## config.mk

```make
export PLATFORM = sky130hd
export DESIGN_NAME = sspr_regs_top
export DESIGN_NICKNAME = d
export VERILOG_FILES = /design/src/verilog/sspr_baud_gen.v /design/src/verilog/sspr_regs_top.v
export VERILOG_INCLUDE_DIRS = /design/src /design/src/include
export SDC_FILE = /design/constraint.sdc
export NUM_CORES = 1
export LEC_CHECK = 0
export ABC_AREA = 1
export BUFFER_PORTS_ARGS = -buffer_cell sky130_fd_sc_hd__buf_2
export CAP_MARGIN = 5
export CORE_UTILIZATION = 40
export CTS_CLUSTER_DIAMETER = 100
export DETAILED_ROUTE_END_ITERATION = 10
export GPL_TIMING_DRIVEN = 0
export HOLD_SLACK_MARGIN = 0.05
export PLACE_DENSITY = 0.73
export REMOVE_ABC_BUFFERS = 1
export SETUP_SLACK_MARGIN = 0.02
export SLEW_MARGIN = 20
export SYNTH_ARGS = -nofsm -noshare
export SYNTH_HDL_FRONTEND = slang
export SYNTH_SLANG_ARGS = --single-unit
```

## constraint.sdc

```tcl
create_clock -name I_CLK -period 2.4 [get_ports I_CLK]
set_clock_uncertainty 0.1 [all_clocks]
set_input_delay 0.36 -clock I_CLK [delete_from_list [all_inputs] [get_ports I_CLK]]
set_output_delay 0.36 -clock I_CLK [all_outputs]
set_load 0.005 [all_outputs]
```

## src/include/sspr_regs.vh

```
`ifndef SSPR_REGS_VH
`define SSPR_REGS_VH
// Register indices as printed; byte address is four times the index
`define SSPR_IDX_BUF 16'h068c
`define SSPR_IDX_ADD 16'h068d
`define SSPR_IDX_MSK 16'h068e
`define SSPR_IDX_STAT 16'h068f
`define SSPR_IDX_CTRL 16'h0690
`define SSPR_ADDR_BUF 16'h1a30
`define SSPR_ADDR_ADD 16'h1a34
`define SSPR_ADDR_MSK 16'h1a38
`define SSPR_ADDR_STAT 16'h1a3c
`define SSPR_ADDR_CTRL 16'h1a40
// Status fields
`define SSPR_ST_SMP 7
`define SSPR_ST_CKE 6
`define SSPR_ST_DA 5
`define SSPR_ST_P 4
`define SSPR_ST_S 3
`define SSPR_ST_RW 2
`define SSPR_ST_UA 1
`define SSPR_ST_BF 0
// Control fields
`define SSPR_CT_EN 4
`define SSPR_RST_ADD 8'h00
`define SSPR_RST_MSK 8'hff
`define SSPR_RST_STAT 8'h00
`define SSPR_RST_CTRL 8'h00
`define SSPR_OSC_PER_SCK 4
// Modes
`define SSPR_M_SPI_CLIENT 4'h4
`define SSPR_M_SPI_CLIENT_NOSS 4'h5
`define SSPR_M_I2C_C7 4'h6
`define SSPR_M_I2C_C10 4'h7
`define SSPR_M_I2C_HOST 4'h8
`define SSPR_M_SPI_HOST 4'ha
`define SSPR_M_I2C_FW 4'hb
`define SSPR_M_I2C_C7SP 4'he
`define SSPR_M_I2C_C10SP 4'hf
`endif

```

## src/verilog/sspr_baud_gen.v

```verilog
`timescale 1ns/1ns
`default_nettype none
`include "sspr_regs.vh"
// Half-period tick: reloads with the divider twice per serial clock
module sspr_baud_gen (
	input wire i_clk,
	input wire i_rst_n,
	input wire i_run,
	input wire [7:0] i_div,
	output reg o_half_tick
);
	reg [9:0] cnt_q;
	// Half period = (n+1)*4/2 oscillator cycles
	wire [9:0] half = ({2'b00, i_div} + 10'h001) * 10'h002 - 10'h001;
	always @(posedge i_clk or negedge i_rst_n) begin
		if (!i_rst_n) begin
			cnt_q <= 10'h000;
			o_half_tick <= 1'b0;
		end else if (!i_run) begin
			cnt_q <= half;
			o_half_tick <= 1'b0;
		end else if (cnt_q == 10'h000) begin
			cnt_q <= half;
			o_half_tick <= 1'b1;
		end else begin
			cnt_q <= cnt_q - 10'h001;
			o_half_tick <= 1'b0;
		end
	end
endmodule // sspr_baud_gen
`default_nettype wire

```

## src/verilog/sspr_regs_top.v

```verilog
// The APB slave port was decided locally.
`timescale 1ns/1ns
`default_nettype none
`include "sspr_regs.vh"
// Function
// - Eight-bit buffer: written bytes sent in SPI modes only, received read
// - Host serial period is (n+1)*4 clocks
// - Ten-bit high address uses bits 2:1
// - Ten-bit low address uses all bits
// - Seven-bit address is bits 7:1
// - Mask bits 7:1 select compared bits; only bits 2:1 on the ten-bit high byte
// - Mask bit zero only in ten-bit
// - Sample phase: end or middle sampling
// - I2C slew limit follows sample phase
// - Edge select picks transmit clock edge
// - Data-or-address flag tracks last byte
// - Stop flag set on last Stop
// - Start flag set on last Start
// - Read-write bit: host transmit, client direction
// - Client direction held until Start/Stop/NACK
// - Update-address flag in ten-bit client
// - Buffer full: transmit busy or byte waiting
// - Start/Stop flags clear on disable
module sspr_regs_top (
	input wire I_CLK,
	input wire I_RST_N,
	input wire I_PSEL,
	input wire I_PENABLE,
	input wire I_PWRITE,
	input wire [15:0] I_PADDR,
	input wire [31:0] I_PWDATA,
	output wire [31:0] O_PRDATA,
	output wire O_PREADY,
	output wire O_PSLVERR,
	input wire I_SCL_IN,
	input wire I_SDA_IN,
	input wire I_SCK_IN,
	input wire I_SDI,
	output reg O_SCK_OUT,
	output reg O_SCK_OE,
	output reg O_SDO,
	output wire O_SCL_OUT,
	output wire O_SCL_OE,
	output wire O_SDA_OUT,
	output wire O_SDA_OE,
	output wire O_SLEW_LIMIT,
	output wire O_SMBUS_INPUTS,
	input wire I_BUS_ADDR_VALID,
	input wire [7:0] I_BUS_ADDR_BYTE,
	input wire I_BUS_ADDR_HIGH,
	input wire I_BUS_DATA_DONE,
	input wire [7:0] I_BUS_DATA_BYTE,
	input wire I_BUS_NACK,
	input wire I_I2C_TX_BUSY,
	output wire O_ADDR_MATCH
);
	reg [7:0] buf_q;
	reg [7:0] add_q;
	reg [7:0] msk_q;
	reg [7:0] ctrl_q;
	reg smp_q, cke_q, da_q, p_q, s_q, rw_q, ua_q, bf_q;
	reg [31:0] rdata_q;
	reg err_q;
	// Pin synchronisers
	reg [3:0] sy1_q, sy2_q, last_q;
	wire scl_s = sy2_q[0];
	wire sda_s = sy2_q[1];
	wire sck_s = sy2_q[2];
	wire sdi_s = sy2_q[3];
	always @(posedge I_CLK or negedge I_RST_N) begin
		if (!I_RST_N) begin
			sy1_q <= 4'hb;
			sy2_q <= 4'hb;
			last_q <= 4'hb;
		end else begin
			sy1_q <= {I_SDI, I_SCK_IN, I_SDA_IN, I_SCL_IN};
			sy2_q <= sy1_q;
			last_q <= sy2_q;
		end
	end
	wire en = ctrl_q[`SSPR_CT_EN];
	wire [3:0] mode = ctrl_q[3:0];
	wire spi_host = mode == `SSPR_M_SPI_HOST;
	wire spi_cli = (mode == `SSPR_M_SPI_CLIENT) || (mode == `SSPR_M_SPI_CLIENT_NOSS);
	wire spi = spi_host || spi_cli;
	wire i2c = !spi;
	wire i2c_host = (mode == `SSPR_M_I2C_HOST) || (mode == `SSPR_M_I2C_FW);
	wire c10 = (mode == `SSPR_M_I2C_C10) || (mode == `SSPR_M_I2C_C10SP);
	wire c7 = (mode == `SSPR_M_I2C_C7) || (mode == `SSPR_M_I2C_C7SP);
	// APB: zero wait states
	wire acc = I_PSEL && I_PENABLE;
	wire hit = (I_PADDR == `SSPR_ADDR_BUF) || (I_PADDR == `SSPR_ADDR_ADD) ||
		(I_PADDR == `SSPR_ADDR_MSK) || (I_PADDR == `SSPR_ADDR_STAT) ||
		(I_PADDR == `SSPR_ADDR_CTRL);
	wire wr = acc && I_PWRITE;
	wire wr_buf = wr && (I_PADDR == `SSPR_ADDR_BUF);
	wire rd_buf = acc && !I_PWRITE && (I_PADDR == `SSPR_ADDR_BUF);
	assign O_PREADY = 1'b1;
	assign O_PRDATA = rdata_q;
	assign O_PSLVERR = acc && err_q;
	wire [7:0] stat = {smp_q, cke_q, da_q, p_q, s_q, rw_q, ua_q, bf_q};
	reg [31:0] rd_d;
	always @* begin
		rd_d = 32'h0000_0000;
		case (I_PADDR)
		`SSPR_ADDR_BUF: rd_d = {24'h00_0000, buf_q};
		`SSPR_ADDR_ADD: rd_d = {24'h00_0000, add_q};
		`SSPR_ADDR_MSK: rd_d = {24'h00_0000, msk_q};
		`SSPR_ADDR_STAT: rd_d = {24'h00_0000, stat};
		`SSPR_ADDR_CTRL: rd_d = {24'h00_0000, ctrl_q};
		default: rd_d = 32'h0000_0000;
		endcase
	end
	// SPI host shifter
	reg [7:0] sh_q;
	reg [3:0] hcnt_q;
	reg busy_q;
	wire half_tick;
	sspr_baud_gen u_baud (
		.i_clk(I_CLK),
		.i_rst_n(I_RST_N),
		.i_run(busy_q),
		.i_div(add_q),
		.o_half_tick(half_tick)
	);
	// Address match
	wire [7:0] own = c10 ? (I_BUS_ADDR_HIGH ? {5'h1e, add_q[2:1], 1'b0} : add_q)
		: {add_q[7:1], 1'b0};
	wire [7:0] cmp_msk = {msk_q[7:1], c10 ? msk_q[0] : 1'b0};
	// Ten-bit high byte: only bits 2:1 of the register matter
	wire [7:0] hi_msk = {5'h1f, msk_q[2:1], 1'b0};
	wire [7:0] use_msk = (c10 && I_BUS_ADDR_HIGH) ? hi_msk : cmp_msk;
	wire match = (((I_BUS_ADDR_BYTE ^ own) & use_msk) == 8'h00) && (c10 || c7);
	assign O_ADDR_MATCH = I_BUS_ADDR_VALID && match;
	assign O_SLEW_LIMIT = i2c && en && !smp_q;
	assign O_SMBUS_INPUTS = i2c && en && cke_q;
	assign O_SCL_OUT = 1'b0;
	assign O_SCL_OE = 1'b0;
	assign O_SDA_OUT = 1'b0;
	assign O_SDA_OE = 1'b0;
	wire start_ev = last_q[1] && !sy2_q[1] && scl_s;
	wire stop_ev = !last_q[1] && sda_s && scl_s;
	wire sck_rise = !last_q[2] && sck_s;
	wire sck_fall = last_q[2] && !sck_s;
	localparam [7:0] RST_STAT = `SSPR_RST_STAT;

	// Read data and error latched in setup so they stand through the access phase
	always @(posedge I_CLK or negedge I_RST_N) begin
		if (!I_RST_N) begin
			rdata_q <= 32'h0000_0000;
			err_q <= 1'b0;
		end else if (I_PSEL && !I_PENABLE) begin
			err_q <= !hit;
			if (!I_PWRITE)
				rdata_q <= rd_d;
		end
	end

	always @(posedge I_CLK or negedge I_RST_N) begin
		if (!I_RST_N)
			add_q <= `SSPR_RST_ADD;
		else if (wr && I_PADDR == `SSPR_ADDR_ADD)
			add_q <= I_PWDATA[7:0];
	end

	always @(posedge I_CLK or negedge I_RST_N) begin
		if (!I_RST_N)
			msk_q <= `SSPR_RST_MSK;
		else if (wr && I_PADDR == `SSPR_ADDR_MSK)
			msk_q <= I_PWDATA[7:0];
	end

	always @(posedge I_CLK or negedge I_RST_N) begin
		if (!I_RST_N)
			ctrl_q <= `SSPR_RST_CTRL;
		else if (wr && I_PADDR == `SSPR_ADDR_CTRL)
			ctrl_q <= I_PWDATA[7:0];
	end

	// Only the two control bits of the status register take software writes
	always @(posedge I_CLK or negedge I_RST_N) begin
		if (!I_RST_N) begin
			smp_q <= RST_STAT[7];
			cke_q <= RST_STAT[6];
		end else if (wr && I_PADDR == `SSPR_ADDR_STAT) begin
			smp_q <= I_PWDATA[`SSPR_ST_SMP];
			cke_q <= I_PWDATA[`SSPR_ST_CKE];
		end
	end

	// Host frame: even half is the leading edge, odd half the trailing edge
	wire lead_tick = busy_q && half_tick && !hcnt_q[0];
	wire trail_tick = busy_q && half_tick && hcnt_q[0];
	wire last_tick = trail_tick && (hcnt_q == 4'hf);
	// Middle of the output time is the edge opposite the launch edge
	wire samp_lead = cke_q ^ smp_q;
	wire host_start = wr_buf && spi_host && en && !busy_q;
	wire host_samp = samp_lead ? lead_tick : trail_tick;
	reg [7:0] host_rx_q;
	reg host_sdo_q;
	wire [7:0] host_rx_d = {host_rx_q[6:0], sdi_s};
	wire [7:0] host_byte = host_samp ? host_rx_d : host_rx_q;

	// Clock idles low between frames
	always @(posedge I_CLK or negedge I_RST_N) begin
		if (!I_RST_N) begin
			sh_q <= 8'h00;
			host_rx_q <= 8'h00;
			hcnt_q <= 4'h0;
			busy_q <= 1'b0;
			host_sdo_q <= 1'b0;
			O_SCK_OUT <= 1'b0;
			O_SCK_OE <= 1'b0;
		end else if (host_start) begin
			sh_q <= I_PWDATA[7:0];
			hcnt_q <= 4'h0;
			busy_q <= 1'b1;
			O_SCK_OE <= 1'b1;
			if (cke_q)
				host_sdo_q <= I_PWDATA[7];
		end else if (busy_q && half_tick) begin
			O_SCK_OUT <= ~O_SCK_OUT;
			hcnt_q <= hcnt_q + 4'h1;
			if (host_samp)
				host_rx_q <= host_rx_d;
			if (cke_q && trail_tick && !last_tick) begin
				host_sdo_q <= sh_q[6];
				sh_q <= {sh_q[6:0], 1'b0};
			end
			if (!cke_q && lead_tick) begin
				host_sdo_q <= sh_q[7];
				sh_q <= {sh_q[6:0], 1'b0};
			end
			if (last_tick) begin
				busy_q <= 1'b0;
				O_SCK_OE <= 1'b0;
				O_SCK_OUT <= 1'b0;
			end
		end
	end

	// SPI client: sample on the edge opposite to launch
	reg [7:0] cli_sh_q;
	reg [2:0] cli_cnt_q;
	reg cli_sdo_q;
	wire cli_on = en && spi_cli;
	wire cli_samp = cli_on && (cke_q ? sck_rise : sck_fall);
	wire cli_launch = cli_on && (cke_q ? sck_fall : sck_rise);
	wire [7:0] cli_rx_d = {cli_sh_q[6:0], sdi_s};
	wire cli_done = cli_samp && (cli_cnt_q == 3'h7);

	always @(posedge I_CLK or negedge I_RST_N) begin
		if (!I_RST_N) begin
			cli_sh_q <= 8'h00;
			cli_cnt_q <= 3'h0;
			cli_sdo_q <= 1'b0;
		end else if (!cli_on) begin
			cli_cnt_q <= 3'h0;
		end else begin
			if (wr_buf)
				cli_sh_q <= I_PWDATA[7:0];
			else if (cli_samp)
				cli_sh_q <= cli_rx_d;
			if (cli_samp)
				cli_cnt_q <= cli_cnt_q + 3'h1;
			if (cli_launch)
				cli_sdo_q <= cli_sh_q[7];
		end
	end

	// Data out follows the active engine one clock later
	always @(posedge I_CLK or negedge I_RST_N) begin
		if (!I_RST_N)
			O_SDO <= 1'b0;
		else
			O_SDO <= spi_cli ? cli_sdo_q : host_sdo_q;
	end

	// Buffer and status flags; later assignments let a set beat a clear
	always @(posedge I_CLK or negedge I_RST_N) begin
		if (!I_RST_N) begin
			buf_q <= 8'h00;
			{da_q, p_q, s_q, rw_q, ua_q, bf_q} <= RST_STAT[5:0];
		end else begin
			if (rd_buf && !busy_q && !I_I2C_TX_BUSY)
				bf_q <= 1'b0;
			if (wr_buf)
				buf_q <= I_PWDATA[7:0];
			if (last_tick) begin
				buf_q <= host_byte;
				bf_q <= 1'b1;
			end
			if (cli_done) begin
				buf_q <= cli_rx_d;
				bf_q <= 1'b1;
			end
			if (en && i2c) begin
				if (I_I2C_TX_BUSY)
					bf_q <= 1'b1;
				if (i2c_host)
					rw_q <= I_I2C_TX_BUSY;
				if (start_ev) begin
					s_q <= 1'b1;
					p_q <= 1'b0;
				end
				if (stop_ev) begin
					p_q <= 1'b1;
					s_q <= 1'b0;
				end
				if (!i2c_host && (start_ev || stop_ev || I_BUS_NACK))
					rw_q <= 1'b0;
				if (c10 && wr && I_PADDR == `SSPR_ADDR_ADD)
					ua_q <= 1'b0;
				if (I_BUS_ADDR_VALID && match) begin
					da_q <= 1'b0;
					if (!c10 || I_BUS_ADDR_HIGH)
						rw_q <= I_BUS_ADDR_BYTE[0];
					if (c10)
						ua_q <= 1'b1;
					buf_q <= I_BUS_ADDR_BYTE;
					bf_q <= 1'b1;
				end
				if (I_BUS_DATA_DONE && !i2c_host) begin
					da_q <= 1'b1;
					buf_q <= I_BUS_DATA_BYTE;
					bf_q <= 1'b1;
				end
			end
			if (!en) begin
				s_q <= 1'b0;
				p_q <= 1'b0;
			end
		end
	end

endmodule // sspr_regs_top
`default_nettype wire
```

==> metrics.md, run 1 <==
| Metric | Value |
|---|---|
| Clock Path Buffers | 2 |
| Post-synthesis instance total | 874 |
| Die extent in x | approximately 130 um |
| Synth unique cells | 42 |
| Mapped Avg Cell Area | 7.22 sq um |
| Count leader, synth | nand2_1 |
| Antenna Nets Post-Route | 0 |
| Nets | 1029 |
| Iteration-0 DRC Markers | roughly 600 |
| Ys Warns | 0 |
| Tot Pwr | 3.52 mW |
| Max cap viols | 0 |
| WP buf/inv | 2 |
| Final Hold Violating Endpoints | 0 |
| Vias/cell | 4.91 |
| Cell area after synthesis | between 0.006 and 0.007 sq mm |
| CTS clk-pin slew, worst paths | 80 ps |
| VDD IR max | 0.000365 V |
| Critical Path Source | ctrl_q[1] |
| Post-DP HPWL | 12200 um |
| Detailed-route wire length | about 16000 um |
| Port bufs | a little under 70 |
| Worst setup path class | flop to output pin |
| Area delta synth->final | 13.4% |
| Io pins | between 100 and 150 |
| CTS tree | built |
| CP arrival | around 1800 ps |
| Number of flops mapped to enable cells by yosys | 0 |
| Synth Register Bits | 106 |
| Worst setup path endpoint | O_ADDR_MATCH |
| Drc violations | 0 |
| Final setup vio count | 0 |
| Register area share after synthesis | 0.423 |
| Setup ws final | 161 ps |
| Worst-Margin Slew | 776 ps |
| Die area | 0.0163 sq mm |
| Final period demand of the worst path | between 2000 and 2500 ps |
| CTS Buf Count | 9 |
| Async S/R FF share, synth | 1.00 |
| Worst hold path type | input pin to flop |
| Largest area contributor in the netlist | dfrtp_1 |
| WHS | 176 ps |
| Die height | between 100 and 150 um |
| Reg2Reg Depth | 8 |
| Final Max Tran Viols | 0 |
| Period utilization | 0.933 |
| Most frequent cells after synthesis | nand2_1 (293), inv_1 (94), dfrtp_1 (91), nand3_1 (86), nor2_1 (71) |
| Critical R2R Launch | ctrl_q[2] |
| Max Clk Rate | between 0.4 and 0.5 GHz |
| Pre-CTS WS | -301 ps |
| RSZ-0062 raised after global routing | no |
| Pleak | 3.74 nW |
| Startpoint types | flop |
| DP Cell Count | roughly 1100 |
| Vias in the first global route | slightly above 5000 |
| Total gr overflow | 0 |
| GP Congestion | 0.917 |
| Root Driver | clkbuf_16 |
| Critical R2R Capture | host_sdo_q |
| First-pass GRT wire length | approximately 26000 um |
| Total number of vias | ~5700 |
| Clk_lat worst skew | approximately 360 ps |
| Worst Path Required | between 1500 and 2000 ps |
| CTS sink count | 106 |
| Global Route Usage Sum | 0.208 |
| Core area | 0.0153 sq mm |
| Worst Setup End Kind | output pin |
| Diodes inserted | 0 |
| Finished Layout Cells | roughly 1200 |
| DR pass1 iterations | 5 |
| Max-slew headroom | 0.482 |
| P per Cell Area | just under 500 mW/mm^2 |
| Critical path's most frequent cell | nand2_1 |
| Reg2Reg Setup Slack | approximately 230 ps |
| WL per Instance | ~14 um |
| Critical path cell sequence | nand2_1, nor2_4, nand2_1, nor2_1, nor2_1, nand2_1, nor2_4, nand2_2, inv_1, buf_2 |
| Critical path's slowest cell | dfrtp_2 |
| Share of the synthesized area in the top cell type | 0.361 |
| Status | completed |
| Share of layout cells above drive strength 1 | 0.160 |
| Max incr delay on CP | between 400 and 500 ps |
| FP Rows | 45 |
| Initial antenna violation count | 0 |
| Largest net degree at the start of global routing | 58 |
| Synth area leaders | dfrtp_1 (36%), nand2_1 (17%), nand3_1 (6.8%) |
| Starting density of the core | 0.412 |
| Most used DFF post-synth | dfrtp_1 |
| Worst path depth | 10 |
| Crit-path max FO | 6 |
| Family with the most delay on the worst path | simple AND/OR/NAND/NOR gates |
| H-tree depth | 3 |
state kept, by name, summed over array words and instances, names as in the netlist, 4 cells and up:
name,count
u_baud.cnt_q,10
cli_sh_q,8
sy2_q,4
sh_q,8
add_q,8
buf_q,8
O_PRDATA,8
hcnt_q,4
msk_q,8
ctrl_q,8
sy1_q,4
host_rx_q,8
cells by family (layout without fill, tap and decap cells):
group                    Yosys count  after routing  share of synthesized area
AO/OA/AOI/OAI                    101            101                     0.0906
XOR/XNOR                           9              9                     0.0125
adder cells (fa/ha/maj)            5              5                    0.00991
buffers and inverters            149            199                      0.113
flip-flops                       106            106                      0.423
other                              2             29                    0.00119
AND/OR/NAND/NOR                  502            502                      0.350
routing by layer:
| metal | wire, um | global-route usage | up-vias |
|---|---|---|---|
| met3 | 1230 | 0.0415 | 18 |
| met5 | 0 | 0 | - |
| met2 | 7240 | 0.325 | 248 |
| met4 | 246 | 0.0519 | 0 |
| met1 | 7490 | 0.296 | 2561 |
| li1 | - | - | 2884 |
how the worst min path moves through the flow:
stage                           start               to  slack, ps  depth (start not counted)
after global routing      I_PWDATA[3]          sh_q[3]        170                          3
after floorplan               I_RST_N      O_PRDATA[0]        -40                          0
after CTS                 I_PWDATA[3]          sh_q[3]        180                          3
final                     I_PWDATA[3]          sh_q[3]        180                          3
after detailed placement      I_RST_N  u_baud.cnt_q[7]        240                          1
after global placement       sy1_q[2]         sy2_q[2]        240                          0
repair_timing:
action                                 CTS  global route
gates cloned                             0             0
endpoints found under the hold margin   48             0
pin swaps                                1             2
hold buffers                             5             0
setup endpoints to repair                3            43
setup buffers                            1             3
gates resized for setup                  4             8
power by group:
group | total, mW | switching, mW | internal [mW]
combinational | 0.204 | 0.140 | 0.0645
sequential | 1.81 | 0.00550 | 1.80
clock | 1.51 | 0.768 | 0.744
metrics by stage:
stage	utilization	area [sq um]	TNS, ps
CTS	0.464	7110	0
global placement	0.438	6700	-65500
global route	0.467	7160	0
finish	0.467	7160	0
detailed placement	0.440	6740	-9880
floorplan	-	6100	0
layout make-up:
cell class | count | area (sq um)
clock buffer | 9 | 225
timing repair buffer | 78 | 454
clock inverter | 7 | 73.8
sequential | 106 | 2680
tap | 211 | 264
inverter | 105 | 400
fill | 1549 | 8160
multi-input combinational | 646 | 3070
worst reg2reg max path, cell delays in order (launching register included):
cell and delay [ps]:
dfrtp_2 470, nor2_1 170, nand3_1 140, nor3_1 320, nand3_2 370, inv_1 260, o21ai_0 120, nand2_1 80
nand2_1 50
cell usage in the layout (no fill, tap or decap), types with 7 or more instances in the layout:
cell type	Yosys	layout
nor2_1	71	69
a31oi_1	8	8
nand2_1	293	292
nand3_1	86	86
o22ai_1	12	12
nor3_1	7	7
dfrtp_1	91	88
conb_1	2	29
nand4_1	12	12
clkbuf_16	0	9
o21ai_0	61	61
inv_1	94	94
buf_2	6	67
dfstp_2	15	15
a21oi_1	8	8
Power figures use the tool's default switching activity.
==> run 2, diff against run 1 <==
CELL_PAD_IN_SITES_DETAIL_PLACEMENT = 0   (was not set)
CELL_PAD_IN_SITES_GLOBAL_PLACEMENT = 1   (was not set)
CTS_CLUSTER_SIZE = 8   (was not set)
PLACE_DENSITY = 0.92   (was 0.73)
==> run 2 against run 1 <==
Net effect:
- final cell count unchanged
- routed wire length increased by 1.7%
- design area decreased by 0.45%
- largest cell class unchanged
- largest power group unchanged
==> metrics.md, run 2 (synthesized netlist as in run 1, its figures left out) <==
| Metric | Value |
|---|---|
| Status | completed (unchanged) |
| P per Cell Area | 479 mW/mm^2 (was 492 mW/mm^2) |
| Post-route cell area | 0.00713 sq mm (was 0.00716 sq mm) |
| Detailed-route wire length | 16500 um (was 16200 um) |
| Switching share of total power | 0.248 (was 0.259) |
| Reg2Reg Setup Slack | 190 ps (was 230 ps) |
| Vias in the first global route | 5105 (was 5165) |
| First-pass GRT wire length | 26200 um (was 26000 um) |
| Seq pwr share | 0.530 (was 0.513) |
| Clk_lat worst skew | 360 ps (about the same) |
| Die area | 0.0163 sq mm (unchanged) |
| Met2 usage | 0.320 (was 0.325) |
| Global Route Usage Sum | 0.211 (was 0.208) |
| Filler Cell Count | 1601 (was 1549) |
| Most common cell after layout, fill and taps aside | nand2_1 (unchanged) |
| Largest net degree at the start of global routing | 58 (unchanged) |
| Crit-path max FO | 6 (unchanged) |
| Worst Setup End Kind | output pin (unchanged) |
| DR pass1 iterations | 6 (was 5) |
| Post-DP HPWL | 12400 um (was 12200 um) |
| CTS tree | built (unchanged) |
| Nets | 1029 (unchanged) |
| Power Internal | 2.57 mW (was 2.61 mW) |
| Worst-Margin Slew | 727 ps (was 776 ps) |
| Placed Area | 0.00674 sq mm (unchanged) |
| Worst hold path type | input pin to flop (unchanged) |
| Met3 Use GR | 0.0544 (was 0.0415) |
| Clock share of power | 0.411 (was 0.429) |
| Biggest register | u_baud.cnt_q (unchanged) |
| Area delta synth->final | 12.9% (was 13.4%) |
| FP Rows | 45 (unchanged) |
| Total number of vias | 5671 (was 5711) |
| RSZ-0062 raised after global routing | yes (was no) |
| CTS Buf Count | 9 (unchanged) |
| Share of layout cells above drive strength 1 | 0.161 (was 0.160) |
| Startpoint types | flop (unchanged) |
| Max-slew headroom | 0.515 (was 0.482) |
| Total gr overflow | 0 (unchanged) |
| Critical R2R Capture | sh_q[7] (was host_sdo_q) |
| Period utilization | 0.951 (was 0.933) |
| CTS sink count | 106 (unchanged) |
| Critical Path Source | ctrl_q[0] (was ctrl_q[1]) |
| CTS clk-pin slew, worst paths | 80 ps (about the same) |
| Critical R2R Launch | ctrl_q[0] (was ctrl_q[2]) |
| Critical path cell sequence | inv_1, nand3_1, nand2_1, nor2_4, inv_1, nor2_1, buf_2 (was nand2_1, nor2_4, nand2_1, nor2_1, nor2_1, nand2_1, nor2_4, nand2_2, inv_1, buf_2) |
| Clock Path Buffers | 2 (unchanged) |
| WL per Instance | 14.2 um (was 13.9 um) |
| Final Hold Violating Endpoints | 0 (unchanged) |
| Worst setup path endpoint | O_SMBUS_INPUTS (was O_ADDR_MATCH) |
| Max incr delay on CP | 450 ps (was 460 ps) |
| Max Clk Rate | 0.438 GHz (was 0.447 GHz) |
| Final period demand of the worst path | 2280 ps (was 2240 ps) |
| Critical path's slowest cell | dfrtp_2 (unchanged) |
| Sw power | 0.846 mW (was 0.914 mW) |
| Root Driver | clkbuf_16 (unchanged) |
| Worst setup path class | flop to output pin (unchanged) |
| Final Max Tran Viols | 0 (unchanged) |
| VDD IR max | 0.000360 V (was 0.000365 V) |
| Starting density of the core | 0.412 (unchanged) |
| Final setup vio count | 0 (unchanged) |
| Largest register FFs | 10 (unchanged) |
| Most Used Layer, Global Route | met2 (unchanged) |
| GP Congestion | 0.867 (was 0.917) |
| Diodes inserted | 0 (unchanged) |
| Io pins | 122 (unchanged) |
| Critical path's most frequent cell | inv_1 (was nand2_1) |
| Antenna Nets Post-Route | 0 (unchanged) |
| Reg2Reg Depth | 8 (unchanged) |
| Core area | 0.0153 sq mm (unchanged) |
| Combinational share of power | 0.059 (was 0.058) |
| Die height | 128 um (unchanged) |
| Commonest non-fill, non-tap cells in the layout | nand2_1 (292), inv_1 (94), dfrtp_1 (88), nand3_1 (86), nor2_1 (68) (was nand2_1 (292), inv_1 (94), dfrtp_1 (88), nand3_1 (86), nor2_1 (69)) |
| Pleak | 3.72 nW (was 3.74 nW) |
| Initial antenna violation count | 0 (unchanged) |
| CP arrival | 1820 ps (was 1780 ps) |
| Worst Path Required | 1940 ps (about the same) |
| Port bufs | 68 (unchanged) |
| Die extent in x | 128 um (unchanged) |
| Max cap viols | 0 (unchanged) |
| H-tree depth | 3 (unchanged) |
| Iteration-0 DRC Markers | 518 (was 596) |
| Setup ws final | 117 ps (was 161 ps) |
| Drc violations | 0 (unchanged) |
| Pre-CTS WS | -268 ps (was -301 ps) |
| Vias/cell | 4.88 (was 4.91) |
| Met1 Use GR | 0.302 (was 0.296) |
-- run 2: power by group through the flow --
stage,Clock [mW],Sequential (mW),Combinational (mW)
2_1_floorplan,0,1.84,0.0696
3_3_place_gp,0,1.84,0.187
3_5_place_dp,0,1.84,0.196
4_1_cts,1.44,1.81,0.203
5_1_grt,1.49,1.81,0.229
6_report,1.40,1.81,0.203
-- run 2: final cells by class --
cell class / count / area (sq um) / share of cell area
clock inverters: 7 / 43.8 / 0.00615
repair buffers: 78 / 454 / 0.0637
flip-flops and latches: 106 / 2680 / 0.375
clock buffers: 9 / 225 / 0.0316
well taps: 211 / 264 / 0.0371
inverters: 105 / 400 / 0.0562
multi-input cells: 646 / 3060 / 0.430
-- run 2: layer usage --
metal,share of wire,wire (um)
met4,0.012,200
met5,0,0
met1,0.48,7990
met2,0.44,7210
met3,0.066,1080
-- run 2: how the worst min path moves through the flow --
stage	end	startpoint	slack [ps]	cells after the start
after CTS	sh_q[3]	I_PWDATA[3]	190	3
after floorplan	O_PRDATA[0]	I_RST_N	-40	0
after global placement	sy2_q[2]	sy1_q[2]	240	0
final	sh_q[3]	I_PWDATA[3]	190	3
after global routing	sh_q[3]	I_PWDATA[3]	190	3
after detailed placement	u_baud.cnt_q[4]	I_RST_N	230	1
-- run 2: through the flow --
step	hold WS [ps]	power, mW	utilization	std cells	TNS [ps]
after floorplan	-35.6	1.91	-	857	0
final	188	3.41	0.465	1162	0
after global routing	193	3.53	0.465	1162	0
after global placement	236	2.03	0.438	1136	-67910
after detailed placement	233	2.04	0.440	1137	-8960
after CTS	186	3.45	0.462	1159	0
-- run 2: repair_timing --
action	in CTS	in global routing
gates cloned	0	0
hold endpoints to repair	46	0
hold buffers	5	0
pin swaps	1	2
resized for setup	4	8
setup buffers	1	3
endpoints found under the setup margin	3	49
-- run 2: worst max-delay path, delay by kind of cell (launching register included) --
| family | cells | cell delay (ps) |
|---|---|---|
| and+or+nand+nor | 4 | 450 |
| buffers and inverters | 3 | 550 |
| DFF | 1 | 450 |
==> run 3, diff against run 2 <==
ABC_AREA = not set   (was 1)
CTS_CLUSTER_DIAMETER = not set   (was 100)
PLACE_DENSITY = 0.88   (was 0.92)
==> run 3 against run 2 <==
Net effect:
- the run now ends with setup timing left
- final cell count decreased by 26%
- global-route usage decreased by 0.66 points
- via count decreased by 13%
- critical endpoint is now O_ADDR_MATCH
- highest routed layer unchanged
==> metrics.md, run 3 <==
| Metric | Value |
|---|---|
| Mapped Avg Cell Area | 9.98 sq um (was 7.22 sq um) |
| Total gr overflow | 0 (unchanged) |
| Clock Path Buffers | 2 (unchanged) |
| Diodes inserted | 0 (unchanged) |
| Post-DP HPWL | 11300 um (was 12400 um) |
| Die height | 124 um (was 128 um) |
| Max cap viols | 0 (unchanged) |
| Port bufs | 68 (unchanged) |
| Failing checks | setup timing |
| Clk_lat worst skew | 350 ps (was 360 ps) |
| Share of layout cells above drive strength 1 | 0.283 (was 0.161) |
| Startpoint types | flop (unchanged) |
| Pleak | 3.17 nW (was 3.72 nW) |
| Setup ws final | -36.2 ps (was 117 ps) |
| Power Internal | 2.70 mW (was 2.57 mW) |
| Root Driver | clkbuf_16 (unchanged) |
| CTS clk-pin slew, worst paths | 70 ps (was 80 ps) |
| Worst Hold Path Cells | 2 (was 3) |
| Switching share of total power | 0.222 (was 0.248) |
| Clock share of power | 0.424 (was 0.411) |
| Antenna Nets Post-Route | 0 (unchanged) |
| Met3 Use GR | 0.0460 (was 0.0544) |
| Worst hold path type | input pin to flop (unchanged) |
| RSZ-0062 raised after global routing | yes (unchanged) |
| Synth area leaders | dfrtp_1 (38%), dfstp_2 (6.6%), mux2_2 (5.3%) (was dfrtp_1 (36%), nand2_1 (17%), nand3_1 (6.8%)) |
| Die area | 0.0155 sq mm (was 0.0163 sq mm) |
| Async S/R FF share, synth | 1.00 (unchanged) |
| Filler Cell Count | 1318 (was 1601) |
| Number of flops mapped to enable cells by yosys | 0 (unchanged) |
| Area of the multi-input gates | 0.00306 sq mm (about the same) |
| Critical path cell sequence | buf_4, nand3_1, a31oi_1, o2111ai_2, nor4_4, buf_2 (was inv_1, nand3_1, nand2_1, nor2_4, inv_1, nor2_1, buf_2) |
| CTS tree | built (unchanged) |
| H-tree depth | 3 (unchanged) |
| Commonest non-fill, non-tap cells in the layout | dfrtp_1 (80), nand2_1 (67), buf_2 (67), nor2_1 (37), conb_1 (29) (was nand2_1 (292), inv_1 (94), dfrtp_1 (88), nand3_1 (86), nor2_1 (68)) |
| TNS Setup | -36.2 ps (was 0 ps) |
| Die extent in x | 124 um (was 128 um) |
| Biggest register | u_baud.cnt_q (unchanged) |
| Largest register FFs | 10 (unchanged) |
| Met1 Use GR | 0.269 (was 0.302) |
| Iteration-0 DRC Markers | 402 (was 518) |
| Met2 usage | 0.329 (was 0.320) |
| VDD IR max | 0.000360 V (about the same) |
| Drc violations | 0 (unchanged) |
| Critical path's slowest cell | dfrtp_2 (unchanged) |
| Most Used Layer, Global Route | met2 (unchanged) |
| Register area share after synthesis | 0.446 (was 0.423) |
| DR pass1 iterations | 6 (unchanged) |
| Total number of vias | 4934 (was 5671) |
| Initial antenna violation count | 0 (unchanged) |
| Share of the synthesized area in the top cell type | 0.380 (was 0.361) |
| Max incr delay on CP | 450 ps (about the same) |
| Period utilization | 1.02 (was 0.951) |
| Core area | 0.0146 sq mm (was 0.0153 sq mm) |
| Synth Register Bits | 106 (unchanged) |
| Combinational share of power | 0.055 (was 0.059) |
| Reg2Reg Depth | 7 (was 8) |
| Register area | 0.00269 sq mm (was 0.00268 sq mm) |
| Worst Path Required | 1940 ps (about the same) |
| FP Rows | 44 (was 45) |
| Area delta synth->final | 15.5% (was 12.9%) |
| Most used DFF post-synth | dfrtp_1 (unchanged) |
| CP arrival | 1980 ps (was 1820 ps) |
| Worst-Margin Slew | 778 ps (was 727 ps) |
| Global Route Usage Sum | 0.204 (was 0.211) |
| Worst setup path class | flop to output pin (unchanged) |
| Largest net degree at the start of global routing | 82 (was 58) |
| Io pins | 122 (unchanged) |
| Vias/cell | 5.72 (was 4.88) |
| GP Congestion | 0.914 (was 0.867) |
| Final setup vio count | 1 (was 0) |
| Starting density of the core | 0.411 (was 0.412) |
| Final Hold Violating Endpoints | 0 (unchanged) |
| Status | finished with violations (was completed) |
| WL per Instance | 18.3 um (was 14.2 um) |
| Final Max Tran Viols | 0 (unchanged) |
| Worst Setup End Kind | output pin (unchanged) |
| CTS sink count | 106 (unchanged) |
| Post-synthesis instance total | 600 (was 874) |
| Crit-path max FO | 5 (was 6) |
| First-pass GRT wire length | 24800 um (was 26200 um) |
| CTS Buf Count | 9 (unchanged) |
| Cell area after synthesis | 0.00599 sq mm (was 0.00631 sq mm) |
| Seq pwr share | 0.522 (was 0.530) |
| Vias in the first global route | 4697 (was 5105) |
| Most frequent cells after synthesis | dfrtp_1 (91), nand2_1 (68), nor2_1 (38), buf_4 (33), mux2_2 (28) (was nand2_1 (293), inv_1 (94), dfrtp_1 (91), nand3_1 (86), nor2_1 (71)) |
| Max Clk Rate | 0.410 GHz (was 0.438 GHz) |
| Ys Warns | 0 (unchanged) |
| Nets | 756 (was 1029) |
| Most common cell after layout, fill and taps aside | dfrtp_1 (was nand2_1) |
| Synth unique cells | 75 (was 42) |
| Detailed-route wire length | 15800 um (was 16500 um) |
| Final period demand of the worst path | 2440 ps (was 2280 ps) |
| Max-slew headroom | 0.479 (was 0.515) |
| Sw power | 0.771 mW (was 0.846 mW) |
| Largest area contributor in the netlist | dfrtp_1 (unchanged) |
| P per Cell Area | 502 mW/mm^2 (was 479 mW/mm^2) |
| Tot Pwr | 3.48 mW (was 3.41 mW) |
| Count leader, synth | dfrtp_1 (was nand2_1) |
run 3: cell count changes after synthesis, sizes merged, moves of 10 or more:
cell,change
mux2,+42
a21oi,+20
nor2b,+10
o21ai,-43
and3,+10
and2,+15
clkbuf,+11
nand3,-76
nand2,-234
nor2,-40
inv,-90
mux2i,+10
run 3: kinds of logic after synthesis:
logic type               after synthesis  share of synthesized area
AND/OR/NAND/NOR                      216                      0.194
other                                  2                    0.00125
AO/OA/AOI/OAI                        126                      0.150
adder cells (fa/ha/maj)                5                     0.0104
XOR/XNOR                              21                     0.0334
multiplexers                          52                     0.0963
flip-flops                           106                      0.446
buffers and inverters                 72                     0.0687
run 3: final timing paths:
path | startpoint | endpoint | slack (ps)
worst min-delay path | I_BUS_ADDR_BYTE[6] | buf_q[6] | 200
min in group asynchronous | I_RST_N | host_rx_q[6] | 340
worst min register to register | sy1_q[2] | sy2_q[2] | 250
worst max register to register | ctrl_q[1] | buf_q[7] | 60
max in group asynchronous | I_RST_N | last_q[1] | 1160
worst max-delay path | ctrl_q[1] | O_ADDR_MATCH | -40
run 3: worst max-delay path: cells and delay by family (launching register included):
kind	cells	cell delay (ps)
buffers and inverters	2	340
flip-flops	1	450
AND/OR/NAND/NOR	2	490
AO/OA/AOI/OAI	2	360
run 3: power groups by stage:
stage	registers (mW)	logic, mW	clock network [mW]
floorplan	1.84	0.0507	0
global route	1.81	0.209	1.57
global placement	1.85	0.171	0
finish	1.81	0.191	1.47
CTS	1.81	0.191	1.50
detailed placement	1.85	0.182	0
run 3: stage by stage:
step | utilization | instance area, sq um | std cells | hold slack, ps | worst slack (ps)
after global placement | 0.431 | 6290 | 818 | 239 | -244
after global routing | 0.474 | 6920 | 862 | 196 | -98.0
after CTS | 0.465 | 6790 | 850 | 187 | 1.74
after floorplan | - | 5720 | 566 | -35.6 | 213
final | 0.474 | 6920 | 862 | 203 | -36.2
after detailed placement | 0.434 | 6330 | 819 | 144 | -151
run 3: metal layers:
metal,vias up,routed length [um]
met5,-,0
met4,0,486
met3,43,1190
met2,228,7450
met1,2408,6660
li1,2255,-
run 3: cell type report:
| class | instances | area share |
|---|---|---|
| well taps | 184 | 0.0333 |
| clock buffers | 13 | 0.0362 |
| inverters | 11 | 0.00597 |
| flip-flops and latches | 106 | 0.388 |
| multi-input cells | 449 | 0.443 |
| repair buffers | 96 | 0.0876 |
| clock inverters | 3 | 0.00579 |
run 3: what timing repair did:
item / in CTS / in global routing
setup buffers: 10 / 12
cloned: 0 / 0
gates resized for setup: 18 / 7
pin swaps: 2 / 3
endpoints found under the setup margin: 11 / 12
hold buffers: 5 / 0
endpoints found under the hold margin: 29 / 0
